## src/design/tsr_pkg.sv

```systemverilog
// Constants and types for the thermometer user register bank
package tsr_pkg;
  // ==========================================================
  // Timing
  localparam int CLK_KHZ = 25000;
  localparam real CONV_9BIT_MS = 93.75;
  localparam int CONV_9BIT_CYC = int'($floor(CONV_9BIT_MS * CLK_KHZ));
  localparam real EE_WRITE_TYP_MS = 4.0;
  localparam real EE_WRITE_MAX_MS = 10.0;
  localparam int EE_WRITE_TYP_CYC = int'($floor(EE_WRITE_TYP_MS * CLK_KHZ));
  localparam int EE_WRITE_MAX_CYC = int'($floor(EE_WRITE_MAX_MS * CLK_KHZ));
  localparam int CONV_CNT_W = 25;
  localparam int EE_CNT_W = 18;
  // ==========================================================
  // Reset and factory values
  localparam logic [15:0] TEMP_RESET = 16'hc400;
  localparam logic [15:0] TH_FACTORY = 16'h0f00;
  localparam logic [15:0] TL_FACTORY = 16'h0a00;
  localparam logic [1:0] CFG_NV_FACTORY = 2'h0;
  localparam logic [1:0] RES_RESET = 2'h3;
  // ==========================================================
  // Configuration bit positions
  localparam int CFG_DONE = 7;
  localparam int CFG_THF = 6;
  localparam int CFG_TLF = 5;
  localparam int CFG_NVB = 4;
  localparam int CFG_POL = 1;
  localparam int CFG_ONESHOT = 0;
  // ==========================================================
  // Bus address and command codes
  localparam logic [3:0] BUS_ADDR_PREFIX = 4'h9;
  localparam logic [7:0] CMD_START_CONV = 8'h10;
  localparam logic [7:0] CMD_STOP_CONV = 8'h11;
  localparam logic [7:0] CMD_READ_TEMP = 8'h20;
  localparam logic [7:0] CMD_ACCESS_UPPER = 8'h21;
  localparam logic [7:0] CMD_ACCESS_LOWER = 8'h22;
  localparam logic [7:0] CMD_ACCESS_CFG = 8'h23;
  // ==========================================================
  // Types
  typedef enum logic [2:0] {LK_IDLE, LK_ADDR, LK_CMD, LK_WDATA, LK_RDATA} tsr_link_t;
  typedef enum logic [1:0] {EE_UPPER, EE_LOWER, EE_CFG} tsr_ee_t;
  // Keeps the resolved upper bits for a resolution code
  function automatic logic [15:0] tsr_res_mask(input logic [1:0] res);
    tsr_res_mask = 16'hff80 | (16'h0070 & ~(16'h0070 >> res));
  endfunction
endpackage

```

## src/design/tsr_regs.sv

```systemverilog
// Thermometer user register bank with two-wire slave port
// Contract
// Conversion ends within resolution dependent maximum
// Nonvolatile write finishes within ten milliseconds
// Read-only temperature register, resets to minus sixty
// Upper trip point nonvolatile, factory fifteen degrees
// Lower trip point nonvolatile, factory ten degrees
// Config low two bits nonvolatile, rest volatile
// Config upper bits reset to 100011
// Resolution bits select resolution, default twelve
// Result left justified, unused low bits zero
// Trip points masked to resolution on read
// High/low flags sticky until written zero
// Host waits write cycle between nonvolatile writes
`timescale 1ns/1ns
module tsr_regs
  import tsr_pkg::*;
#(
  parameter int CONV_9BIT_CYCLES = CONV_9BIT_CYC,
  parameter int EE_WRITE_CYCLES = EE_WRITE_TYP_CYC
)
(
  // Clock and reset
  input wire logic clk,
  input wire logic reset,
  // Two-wire bus
  input wire logic scl_in,
  input wire logic sda_in,
  output logic sda_out,
  output logic sda_oe,
  input wire logic [2:0] addr_pins,
  // Measurement and thermostat
  input wire logic [15:0] sensor_temp,
  output logic tout
);
  // ==========================================================
  // Input synchronisers
  logic [2:0] scl_q, sda_q;
  logic [2:0] addr_s1_q, addr_s2_q;
  always_ff @(posedge clk or posedge reset)
  begin
    if (reset)
    begin
      scl_q <= 3'h7;
      sda_q <= 3'h7;
      addr_s1_q <= 3'h0;
      addr_s2_q <= 3'h0;
    end
    else
    begin
      scl_q <= {scl_q[1:0], scl_in};
      sda_q <= {sda_q[1:0], sda_in};
      addr_s1_q <= addr_pins;
      addr_s2_q <= addr_s1_q;
    end
  end
  logic scl_rise, scl_fall, bus_start, bus_stop, conv_fin, cfg_wr;
  assign scl_rise = scl_q[1] && !scl_q[2];
  assign scl_fall = !scl_q[1] && scl_q[2];
  assign bus_start = scl_q[1] && scl_q[2] && !sda_q[1] && sda_q[2];
  assign bus_stop = scl_q[1] && scl_q[2] && sda_q[1] && !sda_q[2];
  // ==========================================================
  // State
  tsr_link_t st_q, st_d;
  tsr_ee_t ee_tgt_q, ee_tgt_d;
  logic [3:0] bit_q, bit_d;
  logic [7:0] sh_q, sh_d, cmd_q, cmd_d, wbuf_q, wbuf_d;
  logic byte_q, byte_d, oe_q, oe_d;
  logic [15:0] temp_q, temp_d, th_q, th_d, tl_q, tl_d, ee_data_q, ee_data_d;
  logic [1:0] nv_cfg_q, nv_cfg_d, res_q, res_d;
  logic done_q, done_d, thf_q, thf_d, tlf_q, tlf_d, act_q, act_d;
  logic conv_on_q, conv_on_d, cont_q, cont_d, ee_busy_q, ee_busy_d;
  logic [CONV_CNT_W-1:0] conv_cnt_q, conv_cnt_d, conv_limit;
  logic [EE_CNT_W-1:0] ee_cnt_q, ee_cnt_d;
  logic [15:0] mask, rd_word, conv_val;
  logic [7:0] cfg_byte, rd_byte;
  assign mask = tsr_res_mask(res_q);
  assign cfg_byte = {done_q, thf_q, tlf_q, ee_busy_q, res_q, nv_cfg_q};
  // resolution doubles time
  assign conv_limit = CONV_CNT_W'(CONV_9BIT_CYCLES) << res_q;
  // left justified result
  assign conv_val = sensor_temp & mask;
  // masked readout
  assign rd_word = (cmd_q == CMD_READ_TEMP) ? (temp_q & mask) :
    (cmd_q == CMD_ACCESS_UPPER) ? (th_q & mask) :
    (cmd_q == CMD_ACCESS_LOWER) ? (tl_q & mask) : {cfg_byte, cfg_byte};
  assign rd_byte = byte_q ? rd_word[7:0] : rd_word[15:8];
  // ==========================================================
  // Next state
  always_comb
  begin
    st_d = st_q; bit_d = bit_q; sh_d = sh_q; cmd_d = cmd_q; wbuf_d = wbuf_q;
    byte_d = byte_q; oe_d = oe_q; ee_tgt_d = ee_tgt_q; ee_data_d = ee_data_q;
    temp_d = temp_q; th_d = th_q; tl_d = tl_q; nv_cfg_d = nv_cfg_q; res_d = res_q;
    done_d = done_q; thf_d = thf_q; tlf_d = tlf_q; act_d = act_q;
    conv_on_d = conv_on_q; cont_d = cont_q; conv_cnt_d = conv_cnt_q;
    ee_busy_d = ee_busy_q; ee_cnt_d = ee_cnt_q;
    conv_fin = 1'b0;
    cfg_wr = 1'b0;
    if (bus_start)
    begin
      st_d = LK_ADDR; bit_d = 4'h0; byte_d = 1'b0; oe_d = 1'b0;
    end
    else if (bus_stop)
    begin
      st_d = LK_IDLE; oe_d = 1'b0;
    end
    else if (st_q == LK_RDATA)
    begin
      if (scl_fall)
        oe_d = (bit_q < 4'h8) ? !rd_byte[3'(4'h7 - bit_q)] : 1'b0;
      if (scl_rise)
      begin
        bit_d = bit_q + 4'h1;
        if (bit_q == 4'h8)
        begin
          bit_d = 4'h0;
          byte_d = !byte_q;
          st_d = sda_q[1] ? LK_IDLE : st_q;
        end
      end
    end
    else if (st_q != LK_IDLE)
    begin
      if (scl_rise && bit_q < 4'h8)
      begin
        sh_d = {sh_q[6:0], sda_q[1]};
        bit_d = bit_q + 4'h1;
      end
      if (scl_fall && bit_q == 4'h8)
      begin
        bit_d = 4'h9;
        oe_d = (st_q != LK_ADDR) || (sh_q[7:1] == {BUS_ADDR_PREFIX, addr_s2_q});
        unique case (st_q)
          LK_ADDR:
            if (!oe_d)
              st_d = LK_IDLE;
          LK_CMD:
          begin
            cmd_d = sh_q;
            if (sh_q == CMD_START_CONV)
            begin
              conv_on_d = 1'b1; conv_cnt_d = '0; done_d = 1'b0;
              cont_d = !nv_cfg_q[CFG_ONESHOT];
            end
            if (sh_q == CMD_STOP_CONV)
            begin
              conv_on_d = 1'b0; cont_d = 1'b0;
            end
          end
          default:
          begin
            byte_d = !byte_q;
            if (cmd_q == CMD_ACCESS_CFG)
            begin
              cfg_wr = 1'b1;
              // write zero clears flag
              thf_d = thf_q & sh_q[CFG_THF];
              tlf_d = tlf_q & sh_q[CFG_TLF];
              res_d = sh_q[3:2];
              // low bits go nonvolatile
              if (!ee_busy_q)
              begin
                ee_busy_d = 1'b1; ee_cnt_d = '0; ee_tgt_d = EE_CFG;
                ee_data_d = {14'h0000, sh_q[1:0]};
              end
            end
            else if ((cmd_q == CMD_ACCESS_UPPER) || (cmd_q == CMD_ACCESS_LOWER))
            begin
              if (!byte_q)
                wbuf_d = sh_q;
              else if (!ee_busy_q)
              begin
                ee_busy_d = 1'b1; ee_cnt_d = '0; ee_data_d = {wbuf_q, sh_q};
                ee_tgt_d = (cmd_q == CMD_ACCESS_UPPER) ? EE_UPPER : EE_LOWER;
              end
            end
          end
        endcase
      end
      else if (scl_fall && bit_q == 4'h9)
      begin
        bit_d = 4'h0;
        oe_d = 1'b0;
        if (st_q == LK_ADDR)
        begin
          st_d = sh_q[0] ? LK_RDATA : LK_CMD;
          oe_d = sh_q[0] && !rd_byte[7];
        end
        else if (st_q == LK_CMD)
          st_d = LK_WDATA;
      end
    end
    // bounded conversion time
    if (conv_on_q)
    begin
      conv_cnt_d = conv_cnt_q + 1'b1;
      if (conv_cnt_q >= conv_limit - 1'b1)
      begin
        conv_fin = 1'b1;
        conv_cnt_d = '0;
        conv_on_d = cont_q;
        done_d = 1'b1;
        temp_d = conv_val;
        // flags set, set wins
        if ($signed(conv_val) >= $signed(th_q & mask))
        begin
          thf_d = 1'b1;
          act_d = 1'b1;
        end
        if ($signed(conv_val) < $signed(tl_q & mask))
        begin
          tlf_d = 1'b1;
          act_d = 1'b0;
        end
      end
    end
    // programming cycle commit
    if (ee_busy_q)
    begin
      ee_cnt_d = ee_cnt_q + 1'b1;
      if (ee_cnt_q == EE_CNT_W'(EE_WRITE_CYCLES - 1))
      begin
        ee_busy_d = 1'b0;
        unique case (ee_tgt_q)
          EE_UPPER: th_d = ee_data_q;
          EE_LOWER: tl_d = ee_data_q;
          default: nv_cfg_d = ee_data_q[1:0];
        endcase
      end
    end
  end
  // ==========================================================
  // Registers
  always_ff @(posedge clk or posedge reset)
  begin
    if (reset)
    begin
      st_q <= LK_IDLE; bit_q <= 4'h0; sh_q <= 8'h00; cmd_q <= 8'h00; wbuf_q <= 8'h00;
      byte_q <= 1'b0; oe_q <= 1'b0; ee_tgt_q <= EE_UPPER; ee_data_q <= 16'h0000;
      // power-up temperature
      temp_q <= TEMP_RESET;
      // upper factory value
      th_q <= TH_FACTORY;
      // lower factory value
      tl_q <= TL_FACTORY;
      // config reset 100011
      nv_cfg_q <= CFG_NV_FACTORY; res_q <= RES_RESET; done_q <= 1'b1;
      thf_q <= 1'b0; tlf_q <= 1'b0; act_q <= 1'b0;
      conv_on_q <= 1'b0; cont_q <= 1'b0; conv_cnt_q <= '0;
      ee_busy_q <= 1'b0; ee_cnt_q <= '0;
    end
    else
    begin
      st_q <= st_d; bit_q <= bit_d; sh_q <= sh_d; cmd_q <= cmd_d; wbuf_q <= wbuf_d;
      byte_q <= byte_d; oe_q <= oe_d; ee_tgt_q <= ee_tgt_d; ee_data_q <= ee_data_d;
      temp_q <= temp_d; th_q <= th_d; tl_q <= tl_d;
      nv_cfg_q <= nv_cfg_d; res_q <= res_d; done_q <= done_d;
      thf_q <= thf_d; tlf_q <= tlf_d; act_q <= act_d;
      conv_on_q <= conv_on_d; cont_q <= cont_d; conv_cnt_q <= conv_cnt_d;
      ee_busy_q <= ee_busy_d; ee_cnt_q <= ee_cnt_d;
    end
  end
  assign sda_out = 1'b0;
  assign sda_oe = oe_q;
  assign tout = nv_cfg_q[CFG_POL] ? act_q : !act_q;
endmodule

```

## config.mk

```make
export PLATFORM = sky130hd
export DESIGN_NAME = tsr_regs
export DESIGN_NICKNAME = d
export VERILOG_FILES = /design/src/design/tsr_pkg.sv /design/src/design/tsr_regs.sv
export SDC_FILE = /design/constraint.sdc
export NUM_CORES = 1
export LEC_CHECK = 0
export ABC_AREA = 1
export BUFFER_PORTS_ARGS = -buffer_cell sky130_fd_sc_hd__buf_2
export CORE_UTILIZATION = 57
export CTS_CLUSTER_SIZE = 16
export DETAILED_ROUTE_END_ITERATION = 7
export PLACE_DENSITY = 0.86
export RECOVER_POWER = 50
export REMOVE_ABC_BUFFERS = 1
export SETUP_SLACK_MARGIN = 0.05
export SLEW_MARGIN = 20
export SYNTH_ARGS = -nofsm -noshare
export SYNTH_HDL_FRONTEND = slang
export SYNTH_SLANG_ARGS = --single-unit
```

## constraint.sdc

```tcl
create_clock -name clk -period 4 [get_ports clk]
set_input_delay 0.2 -clock clk [delete_from_list [all_inputs] [get_ports clk]]
set_output_delay 0.2 -clock clk [all_outputs]
set_load 0.02 [all_outputs]
```

## After elaboration in Yosys (flattened, before gate mapping)

Cells that the tools add are included.

- Register bits: 165
- Input bits: 23

- Reduce and logical (&&, ||, !) cells: 61
- Mux-type cells: 131
- Add/sub/neg operators: 5
- Bitwise logic cells: 14
- Order comparisons: 5
- Shifts and indexed selects: 2
- Eq/ne operators: 34

Operators with widths:

| operator | count |
|---|---|
| two-way mux 25 bit | 9 |
| two-way mux 18 bit | 10 |
| two-way mux 16 bit | 8 |
| two-way mux 1 bit | 74 |
| AND 16 bit | 4 |
| two-way mux 3 bit | 14 |
| two-way mux 4 bit | 9 |
| equality test 8 x 6 -> 1 bit (second input constant) | 4 |
| adder 25 x 1 -> 25 bit (second input constant) | 1 |
| >= comparator 25 bit | 1 |
| << shifter 22 x 2 -> 25 bit (first input constant) | 1 |
| subtractor 25 x 1 -> 25 bit (second input constant) | 1 |
| AND reduction 7 bit | 3 |
| nonzero test 2 bit | 10 |
| adder 18 x 1 -> 18 bit (second input constant) | 1 |
| equality test 18 x 17 -> 1 bit (second input constant) | 1 |
| equality test 8 x 5 -> 1 bit (second input constant) | 2 |
| >= comparator 16 bit | 1 |
| < comparator 16 bit | 1 |
| AND reduction 8 bit | 2 |
| AND reduction 3 bit | 5 |
| nonzero test 3 bit | 5 |
| nonzero test 5 bit | 3 |
| inequality test 4 bit (second input constant) | 3 |
| other kinds (37) | 79 |

## Depth between registers and ports, before layout

Gate-level depths: netlist (run 1).

- Word-level depth: 16
- Gate-level depth with buffers: 17

## Least setup slack after synthesis (run 1)

OpenSTA, ideal clock, no wires.

- Kind: register -> register
- From: register res_q[1]
- To: register conv_cnt_q[5]
- Setup slack: 0.891 ns
- Library setup time: 0.076 ns
- Stages on the path, launching flop included: 18
- Required time: 3.924 ns
- Data arrival time: 3.033 ns
- Path through: dfstp_2 clkbuf_1 inv_1 ha_1 nor4_1 xor2_1 nor2_1 ha_1 nand2_1 nor2_1 nand3_1 o2111ai_1 nand4_1 nand3_1 nor2_1 clkbuf_1 nand3_1 o21ai_1

- Cells in the longest elaborated chain, start to end: 5

RTL lines:

| element | line | source |
|---|---|---|
| start: declaration | tsr_regs.sv:70 | `logic [1:0] nv_cfg_q, nv_cfg_d, res_q, res_d;` |
| start signal: assignment | tsr_regs.sv:258 | `nv_cfg_q <= nv_cfg_d; res_q <= res_d; done_q <= done_d;` |
| << shifter 22 x 2 -> 25 bit | tsr_regs.sv:80 | `assign conv_limit = CONV_CNT_W'(CONV_9BIT_CYCLES) << res_q;` |
| subtractor 25 x 1 -> 25 bit | tsr_regs.sv:198 | `if (conv_cnt_q >= conv_limit - 1'b1)` |
| >= comparator 25 bit | tsr_regs.sv:198 |  |
| two-way mux 25 bit | tsr_regs.sv:198 |  |
| two-way mux 25 bit | tsr_regs.sv:195 | `if (conv_on_q)` |
| end signal: assignment | tsr_regs.sv:260 | `conv_on_q <= conv_on_d; cont_q <= cont_d; conv_cnt_q <= conv_cnt_d;` |
| end: declaration | tsr_regs.sv:73 | `logic [CONV_CNT_W-1:0] conv_cnt_q, conv_cnt_d, conv_limit;` |

No other way between the ends.
A chain may end at the register's enable or synchronous reset.

## Worst setup path after layout (run 1)

- From: register res_q[0]
- To: register conv_on_q

- Cells in the longest elaborated chain, start to end: 5

RTL lines:

| element | line | source |
|---|---|---|
| << shifter 22 x 2 -> 25 bit | tsr_regs.sv:80 |  |
| subtractor 25 x 1 -> 25 bit | tsr_regs.sv:198 |  |
| >= comparator 25 bit | tsr_regs.sv:198 |  |
| two-way mux 1 bit | tsr_regs.sv:198 |  |
| two-way mux 1 bit | tsr_regs.sv:195 |  |
| via conv_on_d | tsr_regs.sv:72 | `logic conv_on_q, conv_on_d, cont_q, cont_d, ee_busy_q, ee_busy_d;` |
| end signal: assignment | tsr_regs.sv:260 |  |
| end: declaration | tsr_regs.sv:72 |  |

The timed path passes the listed nets, and every way through them passes these cells.

==> impl_results.md, run 1 <==
* H-tree depth at 4
* Area share of the largest cell type after synthesis at 0.371
* Clk_lat worst skew at 0.44 ns
* CTS tree: built
* Synthesized area per cell at 7.80 µm²
* Final WS setup at 0.463 ns
* Leading area contributor after synthesis: dfrtp_1
* Status: finished with violations
* Reg2Reg Setup Slack at 0.46 ns
* # setup viols final at 0
* # diodes at 0
* Initial DRC count at 821
* Top post-synthesis cells by area: dfrtp_1, nand2_1, ha_1
* Tightest Pin Transition at 2.00 ns
* Site Rows at 45
* Worst Hold Class: primary input to flip-flop
* Setup_tns at 0 ns
* Worst setup SP type: flip-flop
* Area growth syn-to-layout at 10.5%
* Maximum vdd drop at 482 µV
* CP arrival at 3.86 ns
* Grt ovf at 0
* Hold Path End: temp_q[15]
* Starting Density at 0.588
* Setup bufs post-CTS at 0
* Vias in the first global route at 7,622
* Cell at the root of the clock tree: clkbuf_16
* Worst path slowest cell: dfstp_2
* Final ANT Viol Nets at 0
* Max-cap violation count at 2
* Largest family of logic cells by synthesized area: simple AND/OR/NAND/NOR gates
* Share of cells above drive strength 1 at 0.0966
* Port Buffers at 20
* Fmax at 283 MHz
* Nets@finish at 1,259
* Fin area at 9920 µm²
* DIE HEIGHT at 127 µm
* Synth Area in Compound Gates at 0.131
* R2r startpoint: res_q[0]
* RR Endpoint: conv_on_q
* Clk_skew at 0.0106 ns
* Ports at 26
* DR vias at 7,974
* XOR/XNOR Fraction of Synth Area at 0.0185
* Hpwl dp at 15,400 µm
* Min Tclk post-route at 3.54 ns
* Max-slew violations at 127
* Async set-or-reset flop fraction in the synthesized netlist at 1.00
* Pwr Total at 4.09 mW
* Mapped cell area at 8970 µm²
* Worst Path Max Fanout at 20
* Die width at 127 µm
* DR pass1 iterations at 6
* CP endpoint kind: flip-flop
* Number of synthesized flops with an enable pin at 0
* Synth cell count leaders: nand2_1, inv_1, dfrtp_1
* Post-synthesis cell count at 1,150
* Seq/Total Area, Yosys at 0.424
* Yosys warnings at 0
* Fill cell count at 1,231
* Slew Limit Headroom at -0.331
* # clock sinks at 151
* WP data required at 4.32 ns
* Die area at 16,200 µm²
* Synth cell types at 45
* Pwr Density at 413 nW/µm²
* FF+latch count, synth at 151
* Register area at 3800 µm²
* RSZ-0062 raised after global routing: false
* Failing checks: max-capacitance violations, max-slew violations
* Lkg Pwr at 4.61 nW
* Post-DP Area at 9270 µm²
* Setup CP Type: flip-flop to flip-flop
* R2R depth at 15
* Crit-path most repeated cell: nor2_1
* Largest stage delay, worst path at 0.61 ns
* Largest net degree at the start of global routing at 96
* Pre-CTS setup slack at 0.375 ns
* Via-per-instance ratio at 5.69
* Crit path cell chain: ha_1 -> inv_1 -> nor4_1 -> xor2_1 -> nor2_1 -> ha_1 -> nand2_1 -> nor2_1 -> nand3_1 -> o2111ai_1 -> nand4_1 -> nand3_1 -> nand2_2 -> o21ai_1 -> nor2_1
* Proportion of synthesized area in mux cells at 0.00251
* Area of the multi-input gates at 4420 µm²
* Main flop type after synthesis: dfrtp_1
* Core area at 15,300 µm²
* Number of buffers created by CTS at 17
* Hold Path Depth at 3
* GPL Wtd Cong at 0.892
* Simple-Gate Fraction of Synth Area at 0.259
* Clock-pin slew on the worst setup and hold paths at 0.07 ns
* Final hold vios at 0
* Clock Tree Buf Depth at 2
* Adder-Cell Fraction of Synth Area at 0.0809
* Initial antenna violation count at 0
* Period utilisation layout at 0.884
* Hold_sp: sensor_temp[15]
* DRC Markers at 0
* First-pass GRT wire length at 36,200 µm
* WL final at 21,700 µm
* Total Routing Usage GR at 0.283
* Top-count cell post-synth: nand2_1
* WL/cell at 15.5 µm
==> registers in the layout (all words and copies together) (netlist names), 2 cells and up <==
name        cells
addr_s1_q       3
addr_s2_q       3
bit_q           4
cmd_q           8
conv_cnt_q     25
ee_cnt_q       18
ee_data_q      14
ee_tgt_q        2
nv_cfg_q        2
res_q           2
scl_q           3
sda_q           3
sh_q            8
st_q            3
temp_q         12
th_q           12
tl_q           12
wbuf_q          8
==> repair_timing <==
action                                  in CTS  in global routing
gates resized for setup                      0                  1
hold buffers                                 6                  0
endpoints found under the setup margin       0                  5
endpoints found under the hold margin       34                  0
==> worst max path at each step <==
stage	startpoint	endpoint	slack [ns]	depth (start not counted)
finish	res_q[0]	conv_on_q	0.46	15
global placement	res_q[1]	conv_on_q	0.52	15
CTS	res_q[0]	conv_on_q	0.33	15
floorplan	reset	act_q	-0.23	1
detailed placement	res_q[0]	conv_on_q	0.37	15
global route	res_q[1]	conv_on_q	0.22	15
==> logic make-up (layout without fill, tap and decap cells) <==
family / after synthesis / in the layout
DFF: 151 / 151
buffers and inverters: 188 / 229
AOI/OAI and AO/OA: 206 / 206
xor gates and xnor gates: 19 / 19
and+or+nand+nor: 524 / 524
other: 2 / 2
muxes: 2 / 2
adders and majority gates: 58 / 58
==> critical path, delay by kind of cell (launching register included) <==
kind / cells / cell delay, ns
adder cells (fa/ha/maj): 2 / 0.60
AND/OR/NAND/NOR: 9 / 1.47
flip-flops: 1 / 0.61
AO/OA/AOI/OAI: 2 / 0.35
XOR/XNOR: 1 / 0.20
buffers and inverters: 1 / 0.18
==> placed cells by master (no fill, tap or decap), types with 24 or more instances in the layout <==
cell,n
dfrtp_1,133
nor2_1,82
inv_1,154
nand3_1,92
o21ai_1,33
a21oi_1,39
ha_1,58
o21ai_0,77
nor3_1,24
nand2_1,271
==> per-layer routing <==
| layer | vias to the layer above | share of wire | global-route usage |
|---|---|---|---|
| met5 | - | 0 | 0 |
| li1 | 3856 | - | - |
| met2 | 330 | 0.49 | 0.490 |
| met1 | 3740 | 0.42 | 0.353 |
| met3 | 48 | 0.063 | 0.0482 |
| met4 | 0 | 0.024 | 0.113 |
==> through the flow <==
step / instances / hold WS [ns] / utilization
2_1_floorplan: 1124 / 0.204 / -
3_3_place_gp: 1364 / 0.305 / 0.607
3_5_place_dp: 1364 / 0.306 / 0.607
4_1_cts: 1402 / 0.0181 / 0.651
5_1_grt: 1402 / 0.0237 / 0.650
6_report: 1402 / 0.0280 / 0.650
==> layout make-up <==
class | instances | share of cell area
clock buffers | 19 | 0.0447
inverters | 162 | 0.0618
clock inverters | 13 | 0.0160
well taps | 211 | 0.0266
multi-input cells | 811 | 0.446
flip-flops and latches | 151 | 0.383
repair buffers | 35 | 0.0218
==> power by group <==
group / internal (mW) / switching [mW] / total [mW]
logic: 0.214 / 0.457 / 0.672
registers: 1.62 / 0.148 / 1.77
clock network: 0.953 / 0.702 / 1.65
total: 2.79 / 1.31 / 4.09
Note: power is estimated with default switching activity, not from simulation.
==> inputs of run 2 (changes only) <==
--- a/config.mk
+++ b/config.mk
@@ -10,7 +10,7 @@
 export CORE_UTILIZATION = 57
 export CTS_CLUSTER_SIZE = 16
 export DETAILED_ROUTE_END_ITERATION = 7
-export PLACE_DENSITY = 0.86
+export PLACE_DENSITY_LB_ADDON = 0.25
 export RECOVER_POWER = 50
 export REMOVE_ABC_BUFFERS = 1
 export SETUP_SLACK_MARGIN = 0.05
==> run 2 against run 1 <==
Effect of this change: the run still ends with max-capacitance violations, max-slew violations left; largest power group unchanged; critical path depth increased by 1; non-clock buffer count increased by 3; die area unchanged; hold slack got worse by 0.0098 ns; final cell count increased by 0.14%; power decreased by 1.3%; clock skew about the same; setup slack improved by 0.16 ns.
==> impl_results.md, run 2 (synthesis results as in run 1) <==
* WP data required at 4.32 ns
* Top reg by flops: conv_cnt_q
* Worst Hold Class: primary input to flip-flop
* Nets@finish at 1,262
* Final hold vios at 0
* Grt ovf at 0
* Final WS setup at 0.621 ns
* Area growth syn-to-layout at 10.6%
* Starting Density at 0.588
* Hpwl dp at 15,500 µm
* Via-per-instance ratio at 5.58
* CP arrival at 3.70 ns
* Setup_tns at 0 ns
* CP endpoint kind: flip-flop
* Failing checks: max-capacitance violations, max-slew violations
* Final ANT Viol Nets at 0
* Area of the multi-input gates at 4420 µm²
* DIE HEIGHT at 127 µm
* WL final at 21,200 µm
* DR vias at 7,840
* WL/cell at 15.1 µm
* GPL Wtd Cong at 0.896
* Post-DP Area at 9290 µm²
* Setup CP Type: flip-flop to flip-flop
* Max reg flops at 25
* Pwr Density at 407 nW/µm²
* Status: finished with violations
* Core area at 15,300 µm²
* Inst Count DP at 1,367
* CTS tree: built
* Clk_lat worst skew at 0.44 ns
* DRC Markers at 0
* Max-cap violation count at 1
* Largest regs: conv_cnt_q: 25 flops, ee_cnt_q: 18 flops, ee_data_q: 14 flops
* Ports at 26
* Largest net degree at the start of global routing at 96
* Slew Limit Headroom at -0.322
* Die area at 16,200 µm²
* Port Buffers at 20
* Post-route non-filler standard cell count at 1,404
* Initial DRC count at 646
* Fin area at 9920 µm²
* Register area at 3800 µm²
* End-of-flow core utilization at 0.650
* Die width at 127 µm
* Fill cell count at 1,314
* Initial antenna violation count at 0
* Pre-CTS setup slack at 0.699 ns
* Worst setup SP type: flip-flop
* Most frequent cells in the layout: nand2_1, inv_1, dfrtp_1
* Clock Tree Buf Depth at 2
* Number of buffers created by CTS at 17
* Tightest Pin Transition at 1.98 ns
* Max-slew violations at 96
* Pwr Total at 4.04 mW
* H-tree depth at 4
* Cell at the root of the clock tree: clkbuf_16
* DR pass1 iterations at 5
* # diodes at 0
* Maximum vdd drop at 352 µV
* Fmax at 296 MHz
* Share of cells above drive strength 1 at 0.0997
* Min Tclk post-route at 3.38 ns
* First-pass GRT wire length at 36,200 µm
* Period utilisation layout at 0.845
* Commonest non-fill, non-tap cell in the layout: nand2_1
* Total Routing Usage GR at 0.285
* Vias in the first global route at 7,477
* Clock-pin slew on the worst setup and hold paths at 0.07 ns
* Lkg Pwr at 4.62 nW
* Worst Path Max Fanout at 14
* Site Rows at 45
* # clock sinks at 151
* # setup viols final at 0
* RSZ-0062 raised after global routing: false
* Fin Hold WS at 0.0183 ns
* Clk_skew at 0.0103 ns
==> run 2: cell types whose count changed in the layout (fill, tap and decap cells not counted), moves of 2 or more <==
cell / delta
inv_8: +5
clkbuf_1: -2
buf_4: +3
clkinv_4: -2
inv_6: -2
==> run 2: final timing paths <==
check,startpoint,end,slack [ns],cells after the start
min in group asynchronous,reset,ee_data_q[15],0.90,3
min reg2reg,addr_s1_q[0],addr_s2_q[0],0.35,0
max in group asynchronous,reset,ee_cnt_q[17],1.09,4
min,sensor_temp[14],temp_q[14],0.02,3
max,res_q[1],act_q,0.62,16
max reg2reg,res_q[1],act_q,0.62,16
==> run 2: timing repair <==
action | CTS | global route
hold endpoints to repair | 82 | 0
setup buffers | 0 | 0
resized for setup | 0 | 0
hold buffers | 6 | 0
==> run 2: critical path: stages (launching register included) <==
cell	delay, ns
dfstp_2	0.62
ha_1	0.29
inv_1	0.18
nor4_1	0.31
xor2_1	0.18
nor2_1	0.06
ha_1	0.30
nand2_1	0.07
nor2_1	0.13
nand3_1	0.08
o2111ai_1	0.11
nand4_1	0.13
nand3_1	0.17
nand2_1	0.20
buf_4	0.26
nor2_1	0.11
a21oi_1	0.05
==> run 2: report_power, final <==
part	total, mW	switching (mW)	leakage (nW)	internal, mW
clock network	1.61	0.730	0.279	0.884
logic	0.662	0.447	2.47	0.215
registers	1.76	0.143	1.87	1.62
total	4.04	1.32	4.62	2.72
==> run 2: layout make-up <==
| cell class | instances | area share |
|---|---|---|
| clock buffer | 17 | 0.0429 |
| tap | 211 | 0.0266 |
| timing repair buffer | 38 | 0.0242 |
| inverter | 162 | 0.0618 |
| multi-input combinational | 811 | 0.445 |
| sequential | 151 | 0.383 |
| clock inverter | 14 | 0.0159 |
==> run 2: per-layer routing <==
metal	wire length [µm]	track usage
met5	0	0
met3	1010	0.0553
met4	530	0.102
met2	10100	0.465
met1	9640	0.378
==> inputs of run 3 (changes only) <==
==> constraint.sdc (replaced) <==
create_clock -name clk -period 3.1 [get_ports clk]
set_input_delay 0.155 -clock clk [delete_from_list [all_inputs] [get_ports clk]]
set_output_delay 0.155 -clock clk [all_outputs]
set_load 0.02 [all_outputs]
==> run 3 against run 2 <==
Effect of this change: the run now ends clean; sequential power up 28%; first-iteration DRC count shrank 3.4%; non-clock buffer count rose by 12; register-to-register slack got worse by 0.46 ns; clock skew up 0.0047 ns; wire length is 5.0% higher; flip-flop and latch count did not move; clock-buffer cell count increased by 1; sequential share of layout area shrank 0.69 points; power rose by 33%; critical path depth is 3 lower; design area rose by 1.8%; critical path type unchanged.
==> impl_results.md, run 3 (synthesis results as in run 1) <==
* End-of-flow core utilization at 0.662
* Clock-pin slew on the worst setup and hold paths at 0.07 ns
* Worst setup SP type: flip-flop
* Clk_skew at 0.0150 ns
* Clk_lat worst skew at 0.45 ns
* Clock Tree Buf Depth at 2
* Port Buffers at 20
* Maximum vdd drop at 569 µV
* Register area at 3800 µm²
* Period utilisation layout at 0.949
* Initial DRC count at 624
* Starting Density at 0.588
* Number of buffers created by CTS at 17
* DRC Markers at 0
* DIE HEIGHT at 127 µm
* Site Rows at 45
* Setup CP Type: flip-flop to flip-flop
* Via-per-instance ratio at 5.61
* Pre-CTS setup slack at 0.0706 ns
* Max reg flops at 25
* Die width at 127 µm
* Largest regs: conv_cnt_q: 25 flops, ee_cnt_q: 18 flops, ee_data_q: 14 flops
* DR vias at 7,944
* Max-slew violations at 0
* Final hold vios at 0
* First-pass GRT wire length at 37,400 µm
* Fill cell count at 1,316
* Lkg Pwr at 4.71 nW
* Commonest non-fill, non-tap cell in the layout: nand2_1
* Nets@finish at 1,274
* Worst Hold Class: primary input to flip-flop
* Cell at the root of the clock tree: clkbuf_16
* WP data required at 3.41 ns
* Slew Limit Headroom at 0.0634
* WL/cell at 15.7 µm
* Fmax at 340 MHz
* Initial antenna violation count at 0
* DR pass1 iterations at 5
* WL final at 22,300 µm
* Area growth syn-to-layout at 12.6%
* GPL Wtd Cong at 0.876
* Worst Path Max Fanout at 21
* Core area at 15,300 µm²
* Inst Count DP at 1,371
* Top reg by flops: conv_cnt_q
* Most frequent cells in the layout: nand2_1, inv_1, dfrtp_1
* Post-route non-filler standard cell count at 1,417
* H-tree depth at 4
* CP endpoint kind: flip-flop
* Die area at 16,200 µm²
* Share of cells above drive strength 1 at 0.111
* Min Tclk post-route at 2.94 ns
* Grt ovf at 0
* RSZ-0062 raised after global routing: true
* Largest net degree at the start of global routing at 69
* Pwr Density at 531 nW/µm²
* Status: finished, final reports clean
* Tightest Pin Transition at 1.40 ns
* Ports at 26
* Max-cap violation count at 0
* # clock sinks at 151
* CTS tree: built
* Final ANT Viol Nets at 0
* Total Routing Usage GR at 0.294
* Area of the multi-input gates at 4450 µm²
* Setup_tns at 0 ns
* # setup viols final at 0
* Final WS setup at 0.159 ns
* Hpwl dp at 15,900 µm
* CP arrival at 3.25 ns
* Vias in the first global route at 7,781
* Fin Hold WS at 0.00536 ns
* # diodes at 0
run 3: cell types whose count changed in the layout (fill, tap and decap cells not counted), sizes merged:
cell / before / now
buf: 27 / 36
dlygate4sd3: 6 / 11
clkinv: 3 / 5
clkinvlp: 4 / 2
bufinv: 1 / 2
clkbuf: 22 / 21
inv: 168 / 167
run 3: metal layers:
metal  wire [µm]  global-route usage  part of all wire  vias to the layer above
met2       10900               0.502              0.49                      231
met5           0                   0                 0                        -
met4         412               0.108             0.018                        0
met3        1010              0.0465             0.045                       42
li1            -                   -                 -                     3882
met1       10000               0.377              0.45                     3789
run 3: cell type report:
class | count | area share
Multi-Input combinational cell | 811 | 0.441
Sequential cell | 151 | 0.376
Inverter | 162 | 0.0607
Clock buffer | 18 | 0.0435
Timing Repair Buffer | 50 | 0.0349
Tap cell | 211 | 0.0261
Clock inverter | 14 | 0.0180
run 3: stage by stage:
stage | total power [mW] | area, µm²
floorplan | 2.87 | 8830
global placement | 3.15 | 9330
detailed placement | 3.17 | 9330
CTS | 5.38 | 10100
global route | 5.60 | 10100
finish | 5.37 | 10100
run 3: worst max-delay path, cell delays in order (launching register included):
cell and delay (ns):
dfstp_2 0.59, inv_1 0.10, ha_1 0.37, o31ai_1 0.33, inv_1 0.09, ha_1 0.28
nand2_1 0.06, nor4_2 0.26, nand4_1 0.18, nand3_2 0.13, nor2_1 0.07, buf_6 0.18
nand3_1 0.09, o21ai_0 0.09
run 3: final timing paths:
kind / from / slack (ns) / cells after the start / to
setup / recovery: res_q[0] / 0.16 / 13 / conv_cnt_q[17]
hold / removal: sensor_temp[5] / 0.005 / 3 / temp_q[5]
setup reg to reg: res_q[0] / 0.16 / 13 / conv_cnt_q[17]
hold reg to reg: addr_s1_q[2] / 0.35 / 0 / addr_s2_q[2]
max in group asynchronous: reset / 0.54 / 4 / ee_cnt_q[14]
min in group asynchronous: reset / 0.59 / 3 / ee_data_q[6]
run 3: report_power, final:
group | internal (mW) | switching, mW | total [mW] | leakage (nW)
registers | 2.09 | 0.157 | 2.25 | 1.87
clock network | 1.25 | 0.961 | 2.21 | 0.302
logic | 0.293 | 0.623 | 0.916 | 2.53
total | 3.63 | 1.74 | 5.37 | 4.71
run 3: repair_timing:
action | 4_1_cts | 5_1_grt
hold buffers | 11 | 0
gates resized for setup | 2 | 7
endpoints found under the hold margin | 66 | 0
setup endpoints to repair | 30 | 42
setup buffers | 2 | 1
